File: config.mk
export PLATFORM = sky130hd
export DESIGN_NAME = bus_busy_tracker
export DESIGN_NICKNAME = d
export VERILOG_FILES = /design/src/bus_busy_pkg.sv /design/src/pin_sync.sv /design/src/bus_busy_tracker.sv
export SDC_FILE = /design/constraint.sdc
export NUM_CORES = 1
export LEC_CHECK = 0
export BUFFER_PORTS_ARGS = -buffer_cell sky130_fd_sc_hd__clkbuf_2
export CAP_MARGIN = 20
export CORE_AREA = 2 2 39 41
export DETAILED_ROUTE_END_ITERATION = 10
export DIE_AREA = 0 0 41 43
export PLACE_DENSITY = 0.59
export SETUP_SLACK_MARGIN = 0.4
export SYNTH_ARGS = -nofsm -noshare
export SYNTH_HDL_FRONTEND = slang
export SYNTH_SLANG_ARGS = --single-unit
File: constraint.sdc
create_clock -name clk -period 2.35 [get_ports clk]
set_clock_uncertainty 0.15 [all_clocks]
set_input_delay 0.47 -clock clk [delete_from_list [all_inputs] [get_ports clk]]
set_output_delay 0.47 -clock clk [all_outputs]
set_load 0.05 [all_outputs]
File: src/bus_busy_pkg.sv
// Package with constants shared by the bus-busy tracker and its helper.
package bus_busy_pkg;

   // Value of the bus-busy flag after power-up and after device reset.
   localparam logic BUSY_RESET_VAL = 1'b0;

   // Depth of the input synchroniser chain on the two bus wires.
   localparam int   SYNC_STAGES    = 2;

   // Bus period in the bench, in nanoseconds, and module clock period.
   localparam int   LINK_PERIOD_NS = 400;
   localparam int   CLK_PERIOD_NS  = 50;

   // Module clock cycles per bus period; the bench writes its 8-cycle waits as literals.
   localparam int   LINK_CYCLES    = LINK_PERIOD_NS / CLK_PERIOD_NS;

endpackage : bus_busy_pkg

File: src/pin_sync.sv
// Two-stage synchroniser for one asynchronous input pin.
module pin_sync (
   input  wire logic clk,     // Module clock.
   input  wire logic rst_b,   // Synchronous reset, active low.
   input  wire logic rst_val, // Level taken while in reset.
   input  wire logic pin,     // Asynchronous pin level.
   output logic      pin_s    // Synchronised level.
);

   logic meta_r;             // First stage, read only by the second.

   ////////////////////////////////////////////////////////////////////////
   // The first stage feeds only the second stage, so that a metastable
   // value never reaches any logic. Both stages reset to the pin's idle
   // level, so no false edge is seen when reset is released.
   always_ff @(posedge clk) begin
      if (!rst_b) begin
         meta_r <= rst_val;
         pin_s  <= rst_val;
      end else begin
         meta_r <= pin;
         pin_s  <= meta_r;
      end
   end

endmodule // pin_sync

File: src/bus_busy_tracker.sv
// Bus-busy tracker: watches START and STOP on the two-wire bus.
module bus_busy_tracker
(
   input  wire logic clk,                  // Module clock, 20 MHz.
   input  wire logic rst_b,                // Device reset, active low.
   input  wire logic module_reset_release, // 1 lets the module run.
   input  wire logic scl_i,                // Bus clock wire level.
   input  wire logic sda_i,                // Bus data wire level.
   output logic      bus_occupied_flag,    // 1 while the bus is busy.
   output logic      flag_valid,           // 1 once a condition was seen.
   output logic      start_seen,           // One-cycle START pulse.
   output logic      stop_seen             // One-cycle STOP pulse.
);
   import bus_busy_pkg::*;

   ////////////////////////////////////////////////////////////////////////
   // Synchronisers: both wires come from outside the clock domain.

   logic scl_s;              // Synchronised clock wire.
   logic sda_s;              // Synchronised data wire.

   pin_sync u_scl_sync (
      .clk     (clk),
      .rst_b   (rst_b),
      .rst_val (1'b1),
      .pin     (scl_i),
      .pin_s   (scl_s)
   );

   pin_sync u_sda_sync (
      .clk     (clk),
      .rst_b   (rst_b),
      .rst_val (1'b1),
      .pin     (sda_i),
      .pin_s   (sda_s)
   );

   ////////////////////////////////////////////////////////////////////////
   // Control enable, also synchronised because software drives it from
   // another part of the chip that may not share this clock.

   logic run_m_r;            // First stage of the enable synchroniser.
   logic run_r;              // Synchronised module enable.

   // Enable synchroniser; run_m_r is read by run_r only.
   always_ff @(posedge clk) begin
      if (!rst_b) begin
         run_m_r <= 1'b0;
         run_r   <= 1'b0;
      end else begin
         run_m_r <= module_reset_release;
         run_r   <= run_m_r;
      end
   end

   ////////////////////////////////////////////////////////////////////////
   // Previous wire levels for edge finding.

   logic scl_d_r;            // Clock wire one cycle ago.
   logic sda_d_r;            // Data wire one cycle ago.

   // Delayed copies of the synchronised wires.
   always_ff @(posedge clk) begin
      if (!rst_b) begin
         scl_d_r <= 1'b1;
         sda_d_r <= 1'b1;
      end else begin
         scl_d_r <= scl_s;
         sda_d_r <= sda_s;
      end
   end

   // START is data falling while the clock is high, STOP data rising.
   // In module reset neither is recognised at all.
   logic start_det;          // Raw START this cycle.
   logic stop_det;           // Raw STOP this cycle.

   assign start_det = run_r && scl_s && scl_d_r && sda_d_r && !sda_s;
   assign stop_det  = run_r && scl_s && scl_d_r && !sda_d_r && sda_s;

   ////////////////////////////////////////////////////////////////////////
   // Busy flag. Apart from device reset it is only written by detected conditions, so module reset
   // leaves it frozen; a trade-off is that it may be stale until the next
   // condition, which software must allow for.

   logic busy_r;             // Bus-busy state.

   always_ff @(posedge clk) begin
      if (!rst_b) begin
         busy_r <= BUSY_RESET_VAL;
      end else if (start_det) begin
         busy_r <= 1'b1;
      end else if (stop_det) begin
         busy_r <= 1'b0;
      end
      // Otherwise hold, including during module reset.
   end

   ////////////////////////////////////////////////////////////////////////
   // Validity: set by the first condition after release, cleared whenever
   // the module is in reset, so software can tell a stale flag.

   logic valid_r;            // Flag has tracked a real condition.

   always_ff @(posedge clk) begin
      if (!rst_b) begin
         valid_r <= 1'b0;
      end else if (!run_r) begin
         valid_r <= 1'b0;
      end else if (start_det || stop_det) begin
         valid_r <= 1'b1;
      end
   end

   ////////////////////////////////////////////////////////////////////////
   // Registered condition pulses for observation.

   logic start_r;            // START pulse.
   logic stop_r;             // STOP pulse.

   always_ff @(posedge clk) begin
      if (!rst_b) begin
         start_r <= 1'b0;
         stop_r  <= 1'b0;
      end else begin
         start_r <= start_det;
         stop_r  <= stop_det;
      end
   end

   assign bus_occupied_flag = busy_r;
   assign flag_valid        = valid_r;
   assign start_seen        = start_r;
   assign stop_seen         = stop_r;

   ////////////////////////////////////////////////////////////////////////
   // Helper for the assertions only: remembers whether the module has run
   // since device reset, so that the power-up value can be checked for as
   // long as it must stand, whatever the bus does meanwhile.

   logic ever_run_r;         // Set by the first synchronised release.

   // Set once and held until the next device reset.
   always_ff @(posedge clk) begin
      if (!rst_b) begin
         ever_run_r <= 1'b0;
      end else if (run_r) begin
         ever_run_r <= 1'b1;
      end
   end
endmodule // bus_busy_tracker

==> results of run 1 <==
==> cells by family after synthesis <==
group | count (synthesis) | synth area share [%]
AND/OR/NAND/NOR | 16 | 25.78
flip-flops | 12 | 65.98
AO/OA/AOI/OAI | 3 | 4.469
XOR/XNOR | 1 | 2.406
buffers and inverters | 1 | 1.373
==> final cells by class <==
class / instances / area [um2] / area share, %
timing repair buffer: 8 / 40.04 / 8.791
multi-input combinational: 20 / 118.9 / 26.10
tap: 16 / 20.02 / 4.396
clock buffer: 4 / 36.28 / 7.967
sequential: 12 / 240.2 / 52.75
==> stage by stage <==
stage                     hold WS, ns  power (mW)  utilization, %
after detailed placement       0.2469      0.2316           30.29
after global placement         0.2389      0.2314           30.29
after CTS                      0.2207      0.3918           32.91
after global routing           0.2249      0.4049           32.91
after floorplan                0.2363      0.2268               -
final                          0.2291      0.3850           32.91
==> sequential cells by signal, indices dropped and copies added, names as in the netlist <==
| name | count |
|---|---|
| run_m_r | 1 |
| sda_d_r | 1 |
| stop_seen | 1 |
| u_sda_sync.meta_r | 1 |
| scl_d_r | 1 |
| run_r | 1 |
| flag_valid | 1 |
| bus_occupied_flag | 1 |
| u_scl_sync.pin_s | 1 |
| u_sda_sync.pin_s | 1 |
| u_scl_sync.meta_r | 1 |
| start_seen | 1 |
==> Yosys cell counts <==
cell type / n
sky130_fd_sc_hd__nand2_1: 3
sky130_fd_sc_hd__and3_4: 1
sky130_fd_sc_hd__and2_1: 2
sky130_fd_sc_hd__buf_2: 1
sky130_fd_sc_hd__and3_1: 1
sky130_fd_sc_hd__dfxtp_1: 12
sky130_fd_sc_hd__nand2b_1: 6
sky130_fd_sc_hd__a21oi_1: 2
sky130_fd_sc_hd__o22ai_1: 1
sky130_fd_sc_hd__and2b_1: 1
sky130_fd_sc_hd__xor2_1: 1
sky130_fd_sc_hd__nor2_1: 2
==> routing by layer <==
| metal | GRT usage (%) | wire length, um |
|---|---|---|
| met5 | 0 | 0 |
| met4 | 2.000 | 9 |
| met1 | 6.818 | 220 |
| met3 | 7.853 | 57 |
| met2 | 8.438 | 185 |
==> report_power, final <==
part	internal [mW]	total, mW	switching, mW
registers	0.209	0.211	0.00225
clock network	0.0940	0.159	0.0645
logic	0.00778	0.0150	0.00717
==> worst max path at each step <==
stage                     cells after the start           endpoint  slack, ns         startpoint
after floorplan                               0  bus_occupied_flag       1.11  bus_occupied_flag
after global placement                        1  bus_occupied_flag       1.13  bus_occupied_flag
after detailed placement                      1  bus_occupied_flag       1.11  bus_occupied_flag
after CTS                                     1  bus_occupied_flag       0.81  bus_occupied_flag
after global routing                          1  bus_occupied_flag       0.77  bus_occupied_flag
final                                         1  bus_occupied_flag       0.83  bus_occupied_flag
==> impl_table.tex, run 1 <==
\begin{tabular}{lr}
\hline
Metric & Value \\
\hline
\multicolumn{2}{l}{\textbf{Clocking}} \\
\quad Setup bufs post-CTS & 0 \\
\quad Cell at the root of the clock tree & sky130\_fd\_sc\_hd\_\_clkbuf\_4 \\
\quad Post-CTS sizing & 0 \\
\quad Number of hold buffers added after CTS & 0 \\
\quad Number of sinks on the clock net & 12 \\
\quad Clock transition at the registers of the reported paths & around 0.070 ns \\
\quad CTS buffer count & 3 \\
\quad Maximum root-to-sink buffer count & 2 \\
\quad Max H-tree Level & 1 \\
\quad Clock latency at the later pin of the worst-skew pair & between 0.2 and 0.3 ns \\
\quad CTS tree & yes \\
\multicolumn{2}{l}{\textbf{Worst setup path}} \\
\quad Required @ worst endpoint & about 1.7 ns \\
\quad Critical path's slowest cell & sky130\_fd\_sc\_hd\_\_dfxtp\_1 \\
\quad Critical Path Max Stage Delay & between 0.3 and 0.4 ns \\
\quad Kind of capture point of the worst setup path & output port \\
\quad Startpoint of the lowest-slack register-to-register path & u\_scl\_sync.pin\_s \\
\quad Family with the most delay on the worst path & flip-flops \\
\quad Critical path class & reg2out \\
\quad Logic depth of the worst register-to-register path & 3 \\
\quad Critical path buffer and inverter count & 1 \\
\quad Critical Path AT & around 0.9 ns \\
\quad Worst setup SP type & register \\
\quad Crit path cell chain & clkbuf\_2 \\
\quad Crit Reg-Reg Endpoint & stop\_seen \\
\quad Slack of the worst reg-to-reg path & about 1.3 ns \\
\quad Worst Path Max Fanout & 3 \\
\multicolumn{2}{l}{\textbf{Route}} \\
\quad Average routed wire per standard cell & a little under 8 um \\
\quad Count of routing violations after the opening detailed-route iteration & 5 \\
\quad Vias after detailed routing & around 240 \\
\quad Antenna Violating Nets Remaining & 0 \\
\quad Final Routed Wirelength & roughly 470 um \\
\quad Number of search-and-repair iterations in the first detailed-routing pass & 4 \\
\quad Number of DRC violations after detailed routing & 0 \\
\quad DR vias/cell & a little over 4 \\
\multicolumn{2}{l}{\textbf{Floorplanning}} \\
\quad Area enclosed by the die boundary & 0.001763 mm2 \\
\quad Std-Cell Core Area & roughly 0.0014 mm2 \\
\quad Starting utilization of the core area & between 20\% and 30\% \\
\quad Height of the die & roughly 43 um \\
\quad Ports placed on the boundary & 9 \\
\quad Die W & approximately 41 um \\
\quad Placement row count & 14 \\
\multicolumn{2}{l}{\textbf{Layout}} \\
\quad Commonest cells after routing, fill and taps aside & 12 x sky130\_fd\_sc\_hd\_\_dfxtp\_1, 8 x sky130\_fd\_sc\_hd\_\_clkbuf\_2, 6 x sky130\_fd\_sc\_hd\_\_nand2b\_1, 3 x sky130\_fd\_sc\_hd\_\_nand2\_1, 3 x sky130\_fd\_sc\_hd\_\_clkbuf\_4 \\
\quad Most common cell after layout, fill and taps aside & sky130\_fd\_sc\_hd\_\_dfxtp\_1 \\
\quad Fin cells & 60 \\
\quad Post-synthesis to final-layout area growth & 25.09\% \\
\quad Filler instances & between 100 and 150 \\
\quad Antenna diode count & 0 \\
\quad Fraction of layout cells with a size suffix above 1 & 29.55\% \\
\quad Net total in the final layout & 50 \\
\quad Final design instance area without fill & approximately 460 um2 \\
\multicolumn{2}{l}{\textbf{Yosys}} \\
\quad Post-Syn Instances & 33 \\
\quad Net Count, Synth & 38 \\
\quad Sequential share of the synthesized area & approximately 66\% \\
\quad Post-synthesis sequential element count & 12 \\
\quad Total of warnings raised by yosys & 0 \\
\quad Area share of the leading cell type in the synthesized netlist & between 60\% and 70\% \\
\quad Cell types with the largest area share after synthesis & sky130\_fd\_sc\_hd\_\_dfxtp\_1 66\%, sky130\_fd\_sc\_hd\_\_nand2b\_1 10\%, sky130\_fd\_sc\_hd\_\_and2\_1 3.4\% \\
\quad Synth area leader & sky130\_fd\_sc\_hd\_\_dfxtp\_1 \\
\quad Post-Synthesis Mean Instance Area & around 11 um2 \\
\quad Unique cell type count in the Yosys netlist & 12 \\
\quad Mapped Area & 364.1 um2 \\
\multicolumn{2}{l}{\textbf{Placement}} \\
\quad Post-placement cell area & around 420 um2 \\
\quad Count of buffers from port buffering & 8 \\
\quad Number of instances in the placed design & 56 \\
\quad Detailed Place HPWL & between 300 and 400 um \\
\quad Placer Congestion & between 0.5 and 0.6 \\
\quad Post-placement setup slack & 1.112 ns \\
\multicolumn{2}{l}{\textbf{Timing}} \\
\quad Final worst-path setup slack & 0.8279 ns \\
\quad Worst-margin pin slew & around 0.27 ns \\
\quad Min Tclk post-route & between 1.5 and 2 ns \\
\quad Final Hold Violating Endpoints & 0 \\
\quad Slew headroom & approximately four fifths \\
\quad Period utilization & about 65\% \\
\quad RSZ-0062 raised after global routing & no \\
\quad Timing-limited maximum frequency & approximately 0.66 GHz \\
\quad \# setup viols final & 0 \\
\quad Final-layout setup total negative slack & 0 ns \\
\quad Number of max-slew violations in the final report & 0 \\
\multicolumn{2}{l}{\textbf{Worst hold path}} \\
\quad Hold path cells & 2 \\
\quad Endpoint of the worst hold path & u\_sda\_sync.meta\_r \\
\quad Type of the most critical hold path & in2reg \\
\quad HP Start & sda\_i \\
\multicolumn{2}{l}{\textbf{GRT}} \\
\quad Number of antenna violations at the first check in global routing & 0 \\
\quad Global-route wire length before repair & around 710 um \\
\quad GRT Resource Usage Total & $\sim$6.6\% \\
\quad Largest net degree at the start of global routing & 12 \\
\quad Vias in the first global route & 183 \\
\quad Total congestion overflow after global routing & 0 \\
\multicolumn{2}{l}{\textbf{Power}} \\
\quad Maximum resistive drop on vdd & just under 0.0003 V \\
\quad Power per Cell Area & about 850 mW/mm2 \\
\quad Leakage power figure & approximately 0.2 nW \\
\multicolumn{2}{l}{\textbf{Run status}} \\
\quad Status & completed \\
\multicolumn{2}{l}{\textbf{Run}} \\
\quad Max-cap viol count & 0 \\
\hline
\end{tabular}
No activity file was read; power rests on OpenSTA's default activity.
==> run 2, diff against run 1 <==
PLACE_DENSITY = 0.6   (was 0.59)
clock period = 1.29 ns   (was 2.35 ns; I/O delays follow)
==> run 2 against run 1 <==
  * Flip-flop and latch count unchanged
  * Final area up 17%
  * Sequential share of layout area decreased by 4.9 points
  * Worst setup slack got worse by 0.70 ns
  * Cell count increased by 1.7%
  * Largest cell class unchanged
  * Highest routed layer unchanged
==> impl_table.tex, run 2 (synthesis results as in run 1) <==
\begin{tabular}{lr}
\hline
Metric & Value \\
\hline
\multicolumn{2}{l}{\textbf{Run status}} \\
\quad Status & completed (unchanged) \\
\multicolumn{2}{l}{\textbf{GRT}} \\
\quad Total congestion overflow after global routing & 0 (unchanged) \\
\quad Global-route wire length before repair & 903 um (was 710 um) \\
\quad Number of antenna violations at the first check in global routing & 0 (unchanged) \\
\quad Vias in the first global route & 233 (was 183) \\
\quad GRT Resource Usage Total & 8.871\% (was 6.647\%) \\
\quad Largest net degree at the start of global routing & 12 (unchanged) \\
\multicolumn{2}{l}{\textbf{Clocking}} \\
\quad CTS buffer count & 3 (unchanged) \\
\quad Clock latency at the later pin of the worst-skew pair & 0.27 ns (was 0.26 ns) \\
\quad Number of sinks on the clock net & 12 (unchanged) \\
\quad Clock transition at the registers of the reported paths & 0.07 ns (about the same) \\
\quad Maximum root-to-sink buffer count & 2 (unchanged) \\
\quad CTS tree & yes (unchanged) \\
\quad Cell at the root of the clock tree & sky130\_fd\_sc\_hd\_\_clkbuf\_4 (unchanged) \\
\quad Max H-tree Level & 1 (unchanged) \\
\quad Number of hold buffers added after CTS & 0 (unchanged) \\
\multicolumn{2}{l}{\textbf{Placement}} \\
\quad Count of buffers from port buffering & 8 (unchanged) \\
\quad Placer Congestion & 0.5841 (was 0.5665) \\
\quad Detailed Place HPWL & 342.7 um (was 330.6 um) \\
\multicolumn{2}{l}{\textbf{Worst setup path}} \\
\quad Worst Path Max Fanout & 2 (was 3) \\
\quad Crit path cell chain & buf\_8 (was clkbuf\_2) \\
\quad Slack of the worst reg-to-reg path & 0.26 ns (was 1.28 ns) \\
\quad Required @ worst endpoint & 0.88 ns (was 1.73 ns) \\
\quad Worst setup SP type & register (unchanged) \\
\quad Critical Path Max Stage Delay & 0.34 ns (was 0.35 ns) \\
\quad Number of cells on the critical path & 1 (unchanged) \\
\quad Critical path's slowest cell & sky130\_fd\_sc\_hd\_\_dfxtp\_2 (was sky130\_fd\_sc\_hd\_\_dfxtp\_1) \\
\quad Crit Reg-Reg Endpoint & stop\_seen (unchanged) \\
\quad Kind of capture point of the worst setup path & output port (unchanged) \\
\quad Critical path buffer and inverter count & 1 (unchanged) \\
\quad Logic depth of the worst register-to-register path & 3 (unchanged) \\
\quad Critical path class & reg2out (unchanged) \\
\quad Critical Path AT & 0.75 ns (was 0.90 ns) \\
\quad Family with the most delay on the worst path & flip-flops (unchanged) \\
\quad Startpoint of the lowest-slack register-to-register path & scl\_d\_r (was u\_scl\_sync.pin\_s) \\
\multicolumn{2}{l}{\textbf{Route}} \\
\quad Antenna Violating Nets Remaining & 0 (unchanged) \\
\quad Number of search-and-repair iterations in the first detailed-routing pass & 1 (was 4) \\
\quad Number of DRC violations after detailed routing & 0 (unchanged) \\
\quad Vias after detailed routing & 247 (was 244) \\
\quad DR vias/cell & 4.049 (was 4.067) \\
\quad Final Routed Wirelength & 526 um (was 474 um) \\
\quad Average routed wire per standard cell & 8.623 um (was 7.900 um) \\
\quad Count of routing violations after the opening detailed-route iteration & 0 (was 5) \\
\multicolumn{2}{l}{\textbf{Timing}} \\
\quad Slew headroom & 84.39\% (was 81.79\%) \\
\quad Worst-margin pin slew & 0.2341 ns (was 0.2743 ns) \\
\quad Final Hold Violating Endpoints & 0 (unchanged) \\
\quad Min Tclk post-route & roughly 1.2 ns \\
\quad Number of max-slew violations in the final report & 0 (unchanged) \\
\quad RSZ-0062 raised after global routing & yes (was no) \\
\quad \# setup viols final & 0 (unchanged) \\
\quad Timing-limited maximum frequency & $\sim$0.86 GHz \\
\quad Period utilization & about 90\% \\
\quad Final-layout setup total negative slack & 0 ns (unchanged) \\
\multicolumn{2}{l}{\textbf{Floorplanning}} \\
\quad Height of the die & 43 um (unchanged) \\
\quad Std-Cell Core Area & 0.001384 mm2 (unchanged) \\
\quad Starting utilization of the core area & 26.31\% (unchanged) \\
\quad Area enclosed by the die boundary & 0.001763 mm2 (unchanged) \\
\quad Placement row count & 14 (unchanged) \\
\quad Die W & 41 um (unchanged) \\
\quad Ports placed on the boundary & 9 (unchanged) \\
\multicolumn{2}{l}{\textbf{Layout}} \\
\quad Post-layout util & 38.52\% (was 32.91\%) \\
\quad Antenna diode count & 0 (unchanged) \\
\quad Commonest cells after routing, fill and taps aside & 6 x sky130\_fd\_sc\_hd\_\_dfxtp\_2, 5 x sky130\_fd\_sc\_hd\_\_nand2b\_1, 4 x sky130\_fd\_sc\_hd\_\_clkbuf\_2, 4 x sky130\_fd\_sc\_hd\_\_buf\_8, 4 x sky130\_fd\_sc\_hd\_\_dfxtp\_1 (was 12 x sky130\_fd\_sc\_hd\_\_dfxtp\_1, 8 x sky130\_fd\_sc\_hd\_\_clkbuf\_2, 6 x sky130\_fd\_sc\_hd\_\_nand2b\_1, 3 x sky130\_fd\_sc\_hd\_\_nand2\_1, 3 x sky130\_fd\_sc\_hd\_\_clkbuf\_4) \\
\quad Most common cell after layout, fill and taps aside & sky130\_fd\_sc\_hd\_\_dfxtp\_2 (was sky130\_fd\_sc\_hd\_\_dfxtp\_1) \\
\quad Post-synthesis to final-layout area growth & 46.39\% (was 25.09\%) \\
\quad Fraction of layout cells with a size suffix above 1 & 57.78\% (was 29.55\%) \\
\quad Net total in the final layout & 52 (was 50) \\
\quad Filler instances & 143 (was 145) \\
\multicolumn{2}{l}{\textbf{Worst hold path}} \\
\quad Type of the most critical hold path & in2reg (unchanged) \\
\quad Hold path cells & 2 (unchanged) \\
\quad HP Start & sda\_i (unchanged) \\
\quad Endpoint of the worst hold path & u\_sda\_sync.meta\_r (unchanged) \\
\multicolumn{2}{l}{\textbf{Power}} \\
\quad Power per Cell Area & 1194 mW/mm2 (was 845.2 mW/mm2) \\
\quad Leakage power figure & 0.2249 nW (was 0.1961 nW) \\
\quad Maximum resistive drop on vdd & 0.0005609 V (was 0.0002984 V) \\
\multicolumn{2}{l}{\textbf{Run}} \\
\quad Max-cap viol count & 0 (unchanged) \\
\hline
\end{tabular}
run 2: cell count changes in the layout (fill, tap and decap cells not counted), sizes merged:
cell    delta
buf        +6
clkbuf     -5
run 2: report_power, final:
part	switching (mW)	leakage (nW)	internal, mW
registers	0.00517	0.100	0.379
clock network	0.111	0.0138	0.108
logic	0.0152	0.111	0.0183
run 2: metrics by stage:
stage / cell area [um2] / hold slack, ns / setup WS [ns] / cells / total power, mW
after global routing: 533.0 / -0.005404 / 0.08281 / 61 / 0.6842
after detailed placement: 422.9 / 0.2452 / 0.2650 / 56 / 0.4225
after global placement: 422.9 / 0.2381 / 0.2757 / 56 / 0.4212
after floorplan: 367.9 / 0.2095 / 0.2840 / 33 / 0.4132
final: 533.0 / 0.02135 / 0.1310 / 61 / 0.6363
after CTS: 505.5 / 0.01168 / 0.1057 / 61 / 0.6455
run 2: per-layer routing:
metal / track usage (%) / vias to the layer above / wire length, um
met5: 0 / - / 0
met4: 6.000 / 0 / 8
met3: 9.424 / 3 / 70
met2: 12.19 / 11 / 231
met1: 7.166 / 104 / 216
li1: - / 129 / -
run 2: layout make-up:
type / count / area, um2 / area share, %
clock buffer: 3 / 22.52 / 4.225
tap: 16 / 20.02 / 3.756
timing repair buffer: 10 / 95.09 / 17.84
sequential: 12 / 255.2 / 47.89
multi-input combinational: 20 / 140.1 / 26.29
run 2: timing repair:
| action | 4_1_cts | 5_1_grt |
|---|---|---|
| hold endpoints to repair | 0 | 1 |
| pin swaps | 3 | 3 |
| setup endpoints to repair | 8 | 8 |
| resized for setup | 14 | 9 |
| setup buffers | 2 | 0 |
run 2: how the worst max path moves through the flow:
stage / from / to
after floorplan: run_r / stop_seen
after global placement: run_r / stop_seen
after detailed placement: run_r / stop_seen
after CTS: flag_valid / flag_valid
after global routing: flag_valid / flag_valid
final: flag_valid / flag_valid
==> run 3, diff against run 2 <==
ABC_AREA = 1   (was unset)
PLACE_DENSITY = 0.61   (was 0.6)
SKIP_LAST_GASP = 1   (was unset)
==> run 3 against run 2 <==
  * Non-clock buffer count fell by 1
  * Fmax is 0.95% lower
  * Cell count up 9.8%
  * Global-route usage shrank 0.50 points
  * Hold slack about the same
  * Power increased by 12%
==> impl_table.tex, run 3 <==
\begin{tabular}{lr}
\hline
Metric & Value \\
\hline
\multicolumn{2}{l}{\textbf{Floorplanning}} \\
\quad Placement row count & 14 (unchanged) \\
\quad Std-Cell Core Area & 0.001384 mm2 (unchanged) \\
\quad Die W & 41 um (unchanged) \\
\quad Area enclosed by the die boundary & 0.001763 mm2 (unchanged) \\
\quad Ports placed on the boundary & 9 (unchanged) \\
\quad Height of the die & 43 um (unchanged) \\
\quad Starting utilization of the core area & 27.03\% (was 26.31\%) \\
\multicolumn{2}{l}{\textbf{Placement}} \\
\quad Post-placement cell area & 444.2 um2 (was 422.9 um2) \\
\quad Placer Congestion & 0.6030 (was 0.5841) \\
\quad Count of buffers from port buffering & 8 (unchanged) \\
\quad Number of instances in the placed design & 62 (was 56) \\
\quad Detailed Place HPWL & 351.9 um (was 342.7 um) \\
\multicolumn{2}{l}{\textbf{Worst setup path}} \\
\quad Crit path cell chain & buf\_8 (unchanged) \\
\quad Slack of the worst reg-to-reg path & 0.24 ns (was 0.26 ns) \\
\quad Critical Path AT & 0.76 ns (was 0.75 ns) \\
\quad Worst setup SP type & register (unchanged) \\
\quad Critical path buffer and inverter count & 1 (unchanged) \\
\quad Logic depth of the worst register-to-register path & 5 (was 3) \\
\quad Critical Path Max Stage Delay & 0.35 ns (was 0.34 ns) \\
\quad Startpoint of the lowest-slack register-to-register path & sda\_d\_r (was scl\_d\_r) \\
\quad Critical path class & reg2out (unchanged) \\
\quad Worst Path Max Fanout & 2 (unchanged) \\
\quad CP Launch Point & bus\_occupied\_flag (was flag\_valid) \\
\quad Kind of capture point of the worst setup path & output port (unchanged) \\
\quad Required @ worst endpoint & 0.88 ns (about the same) \\
\quad Critical path's slowest cell & sky130\_fd\_sc\_hd\_\_dfxtp\_2 (unchanged) \\
\quad Crit Reg-Reg Endpoint & bus\_occupied\_flag (was stop\_seen) \\
\quad Family with the most delay on the worst path & flip-flops (unchanged) \\
\multicolumn{2}{l}{\textbf{Timing}} \\
\quad RSZ-0062 raised after global routing & yes (unchanged) \\
\quad Final-layout setup total negative slack & 0 ns (unchanged) \\
\quad Worst-margin pin slew & 0.1512 ns (was 0.2341 ns) \\
\quad Number of max-slew violations in the final report & 0 (unchanged) \\
\quad Timing-limited maximum frequency & 0.8546 GHz (was 0.8628 GHz) \\
\quad Slew headroom & 89.89\% (was 84.39\%) \\
\quad \# setup viols final & 0 (unchanged) \\
\quad Final Hold Violating Endpoints & 0 (unchanged) \\
\quad Min Tclk post-route & 1.170 ns (was 1.159 ns) \\
\quad Period utilization & 90.71\% (was 89.84\%) \\
\multicolumn{2}{l}{\textbf{Power}} \\
\quad Maximum resistive drop on vdd & 0.0007319 V (was 0.0005609 V) \\
\quad Leakage power figure & 0.2510 nW (was 0.2249 nW) \\
\quad Overall power after layout & 0.7133 mW (was 0.6363 mW) \\
\quad Power per Cell Area & 1296 mW/mm2 (was 1194 mW/mm2) \\
\multicolumn{2}{l}{\textbf{Run}} \\
\quad Max-cap viol count & 0 (unchanged) \\
\multicolumn{2}{l}{\textbf{Worst hold path}} \\
\quad Type of the most critical hold path & in2reg (unchanged) \\
\quad HP Start & sda\_i (unchanged) \\
\quad Hold path cells & 2 (unchanged) \\
\quad Endpoint of the worst hold path & u\_sda\_sync.meta\_r (unchanged) \\
\multicolumn{2}{l}{\textbf{Run status}} \\
\quad Status & completed (unchanged) \\
\multicolumn{2}{l}{\textbf{Layout}} \\
\quad Antenna diode count & 0 (unchanged) \\
\quad Most common cell after layout, fill and taps aside & sky130\_fd\_sc\_hd\_\_dfxtp\_2 (unchanged) \\
\quad Fin cells & 67 (was 61) \\
\quad Net total in the final layout & 57 (was 52) \\
\quad Commonest cells after routing, fill and taps aside & 8 x sky130\_fd\_sc\_hd\_\_dfxtp\_2, 5 x sky130\_fd\_sc\_hd\_\_nand2\_1 (was 6 x sky130\_fd\_sc\_hd\_\_dfxtp\_2, 5 x sky130\_fd\_sc\_hd\_\_nand2b\_1, 4 x sky130\_fd\_sc\_hd\_\_clkbuf\_2, 4 x sky130\_fd\_sc\_hd\_\_buf\_8, 4 x sky130\_fd\_sc\_hd\_\_dfxtp\_1) \\
\quad Final design instance area without fill & 550.5 um2 (was 533.0 um2) \\
\quad Filler instances & 135 (was 143) \\
\quad Post-synthesis to final-layout area growth & 47.16\% (was 46.39\%) \\
\quad Fraction of layout cells with a size suffix above 1 & 66.67\% (was 57.78\%) \\
\multicolumn{2}{l}{\textbf{Yosys}} \\
\quad Cell types with the largest area share after synthesis & sky130\_fd\_sc\_hd\_\_dfxtp\_1 64\%, sky130\_fd\_sc\_hd\_\_or2\_2 8.4\%, sky130\_fd\_sc\_hd\_\_nand2\_1 7.0\% (was sky130\_fd\_sc\_hd\_\_dfxtp\_1 66\%, sky130\_fd\_sc\_hd\_\_nand2b\_1 10\%, sky130\_fd\_sc\_hd\_\_and2\_1 3.4\%) \\
\quad Synth area leader & sky130\_fd\_sc\_hd\_\_dfxtp\_1 (unchanged) \\
\quad Area share of the leading cell type in the synthesized netlist & 64.21\% (was 65.98\%) \\
\quad Predominant post-synthesis flop cell & sky130\_fd\_sc\_hd\_\_dfxtp\_1 (unchanged) \\
\quad Mapped Area & 374.1 um2 (was 364.1 um2) \\
\quad Count leader, synth & sky130\_fd\_sc\_hd\_\_dfxtp\_1 (unchanged) \\
\quad Post-Synthesis Mean Instance Area & 9.845 um2 (was 11.03 um2) \\
\quad Post-synthesis sequential element count & 12 (unchanged) \\
\quad Post-Syn Instances & 38 (was 33) \\
\quad Total of warnings raised by yosys & 0 (unchanged) \\
\quad Top cell types by occurrence after synthesis & 12 x sky130\_fd\_sc\_hd\_\_dfxtp\_1, 7 x sky130\_fd\_sc\_hd\_\_nand2\_1, 5 x sky130\_fd\_sc\_hd\_\_or2\_2 (was 12 x sky130\_fd\_sc\_hd\_\_dfxtp\_1, 6 x sky130\_fd\_sc\_hd\_\_nand2b\_1, 3 x sky130\_fd\_sc\_hd\_\_nand2\_1) \\
\quad Unique cell type count in the Yosys netlist & 11 (was 12) \\
\quad Net Count, Synth & 43 (was 38) \\
\quad Number of flops mapped to enable cells by yosys & 0 (unchanged) \\
\quad Async SR Flop Fraction & 0\% (unchanged) \\
\quad Sequential share of the synthesized area & 64.21\% (was 65.98\%) \\
\multicolumn{2}{l}{\textbf{Clocking}} \\
\quad Cell at the root of the clock tree & sky130\_fd\_sc\_hd\_\_clkbuf\_4 (unchanged) \\
\quad Maximum root-to-sink buffer count & 2 (unchanged) \\
\quad CTS buffer count & 3 (unchanged) \\
\quad Max H-tree Level & 1 (unchanged) \\
\quad Clock transition at the registers of the reported paths & 0.07 ns (about the same) \\
\quad Clock latency at the later pin of the worst-skew pair & 0.27 ns (about the same) \\
\quad CTS tree & yes (unchanged) \\
\quad Number of sinks on the clock net & 12 (unchanged) \\
\quad Number of hold buffers added after CTS & 0 (unchanged) \\
\multicolumn{2}{l}{\textbf{GRT}} \\
\quad Number of antenna violations at the first check in global routing & 0 (unchanged) \\
\quad Total congestion overflow after global routing & 0 (unchanged) \\
\quad Vias in the first global route & 227 (was 233) \\
\quad Largest net degree at the start of global routing & 8 (was 12) \\
\quad GRT Resource Usage Total & 8.375\% (was 8.871\%) \\
\quad Global-route wire length before repair & 855 um (was 903 um) \\
\multicolumn{2}{l}{\textbf{Route}} \\
\quad Average routed wire per standard cell & 8.149 um (was 8.623 um) \\
\quad Count of routing violations after the opening detailed-route iteration & 0 (unchanged) \\
\quad DR vias/cell & 4.015 (was 4.049) \\
\quad Number of DRC violations after detailed routing & 0 (unchanged) \\
\quad Antenna Violating Nets Remaining & 0 (unchanged) \\
\quad Final Routed Wirelength & 546 um (was 526 um) \\
\quad Number of search-and-repair iterations in the first detailed-routing pass & 1 (unchanged) \\
\quad Vias after detailed routing & 269 (was 247) \\
\hline
\end{tabular}
[run 3: what timing repair did]
action / 4_1_cts / 5_1_grt
buffers inserted: 1 / 0
pin swaps: 2 / 2
hold endpoints to repair: 0 / 1
endpoints found under the setup margin: 7 / 9
gates cloned: 0 / 0
resized for setup: 11 / 9
[run 3: metal layers]
layer / vias up / global-route usage, % / wire, um
met2: 11 / 10.00 / 253
met3: 2 / 9.424 / 65
met1: 115 / 7.843 / 214
met5: - / 0 / 0
met4: 0 / 6.000 / 12
li1: 141 / - / -
[run 3: worst max-delay path by stage]
stage               cells after the start  slack (ns)                 to
floorplan                               4        0.29  bus_occupied_flag
global placement                        4        0.26  bus_occupied_flag
detailed placement                      3        0.24            scl_d_r
CTS                                     1        0.09         flag_valid
global route                            1        0.09  bus_occupied_flag
finish                                  1        0.12  bus_occupied_flag
[run 3: area by class of cell]
class | count | area (um2) | area share, %
Timing Repair Buffer | 9 | 91.34 | 16.59
Clock buffer | 4 | 36.28 | 6.591
Inverter | 6 | 22.52 | 4.091
Tap cell | 16 | 20.02 | 3.636
Multi-Input combinational cell | 20 | 130.1 | 23.64
Sequential cell | 12 | 250.2 | 45.45
[run 3: cell families (layout without fill, tap and decap cells)]
logic type | after synthesis | after routing | synth area share, %
buffers and inverters | 6 | 19 | 6.020
DFF | 12 | 12 | 64.21
AOI/OAI and AO/OA | 1 | 1 | 1.337
and+or+nand+nor | 19 | 19 | 28.43
[run 3: report_power, final]
| group | total (mW) | switching, mW | internal (mW) |
|---|---|---|---|
| Sequential | 0.388 | 0.00596 | 0.382 |
| Combinational | 0.0359 | 0.0182 | 0.0177 |
| Clock | 0.289 | 0.118 | 0.171 |
| Total | 0.713 | 0.142 | 0.571 |
[run 3: stage by stage]
step | hold slack, ns | util, % | worst slack, ns
floorplan | 0.1769 | - | 0.2919
global placement | 0.2485 | 32.10 | 0.2551
detailed placement | 0.2495 | 32.10 | 0.2394
CTS | 0.007194 | 38.88 | 0.09265
global route | -0.004243 | 39.78 | 0.08585
finish | 0.02102 | 39.78 | 0.1199
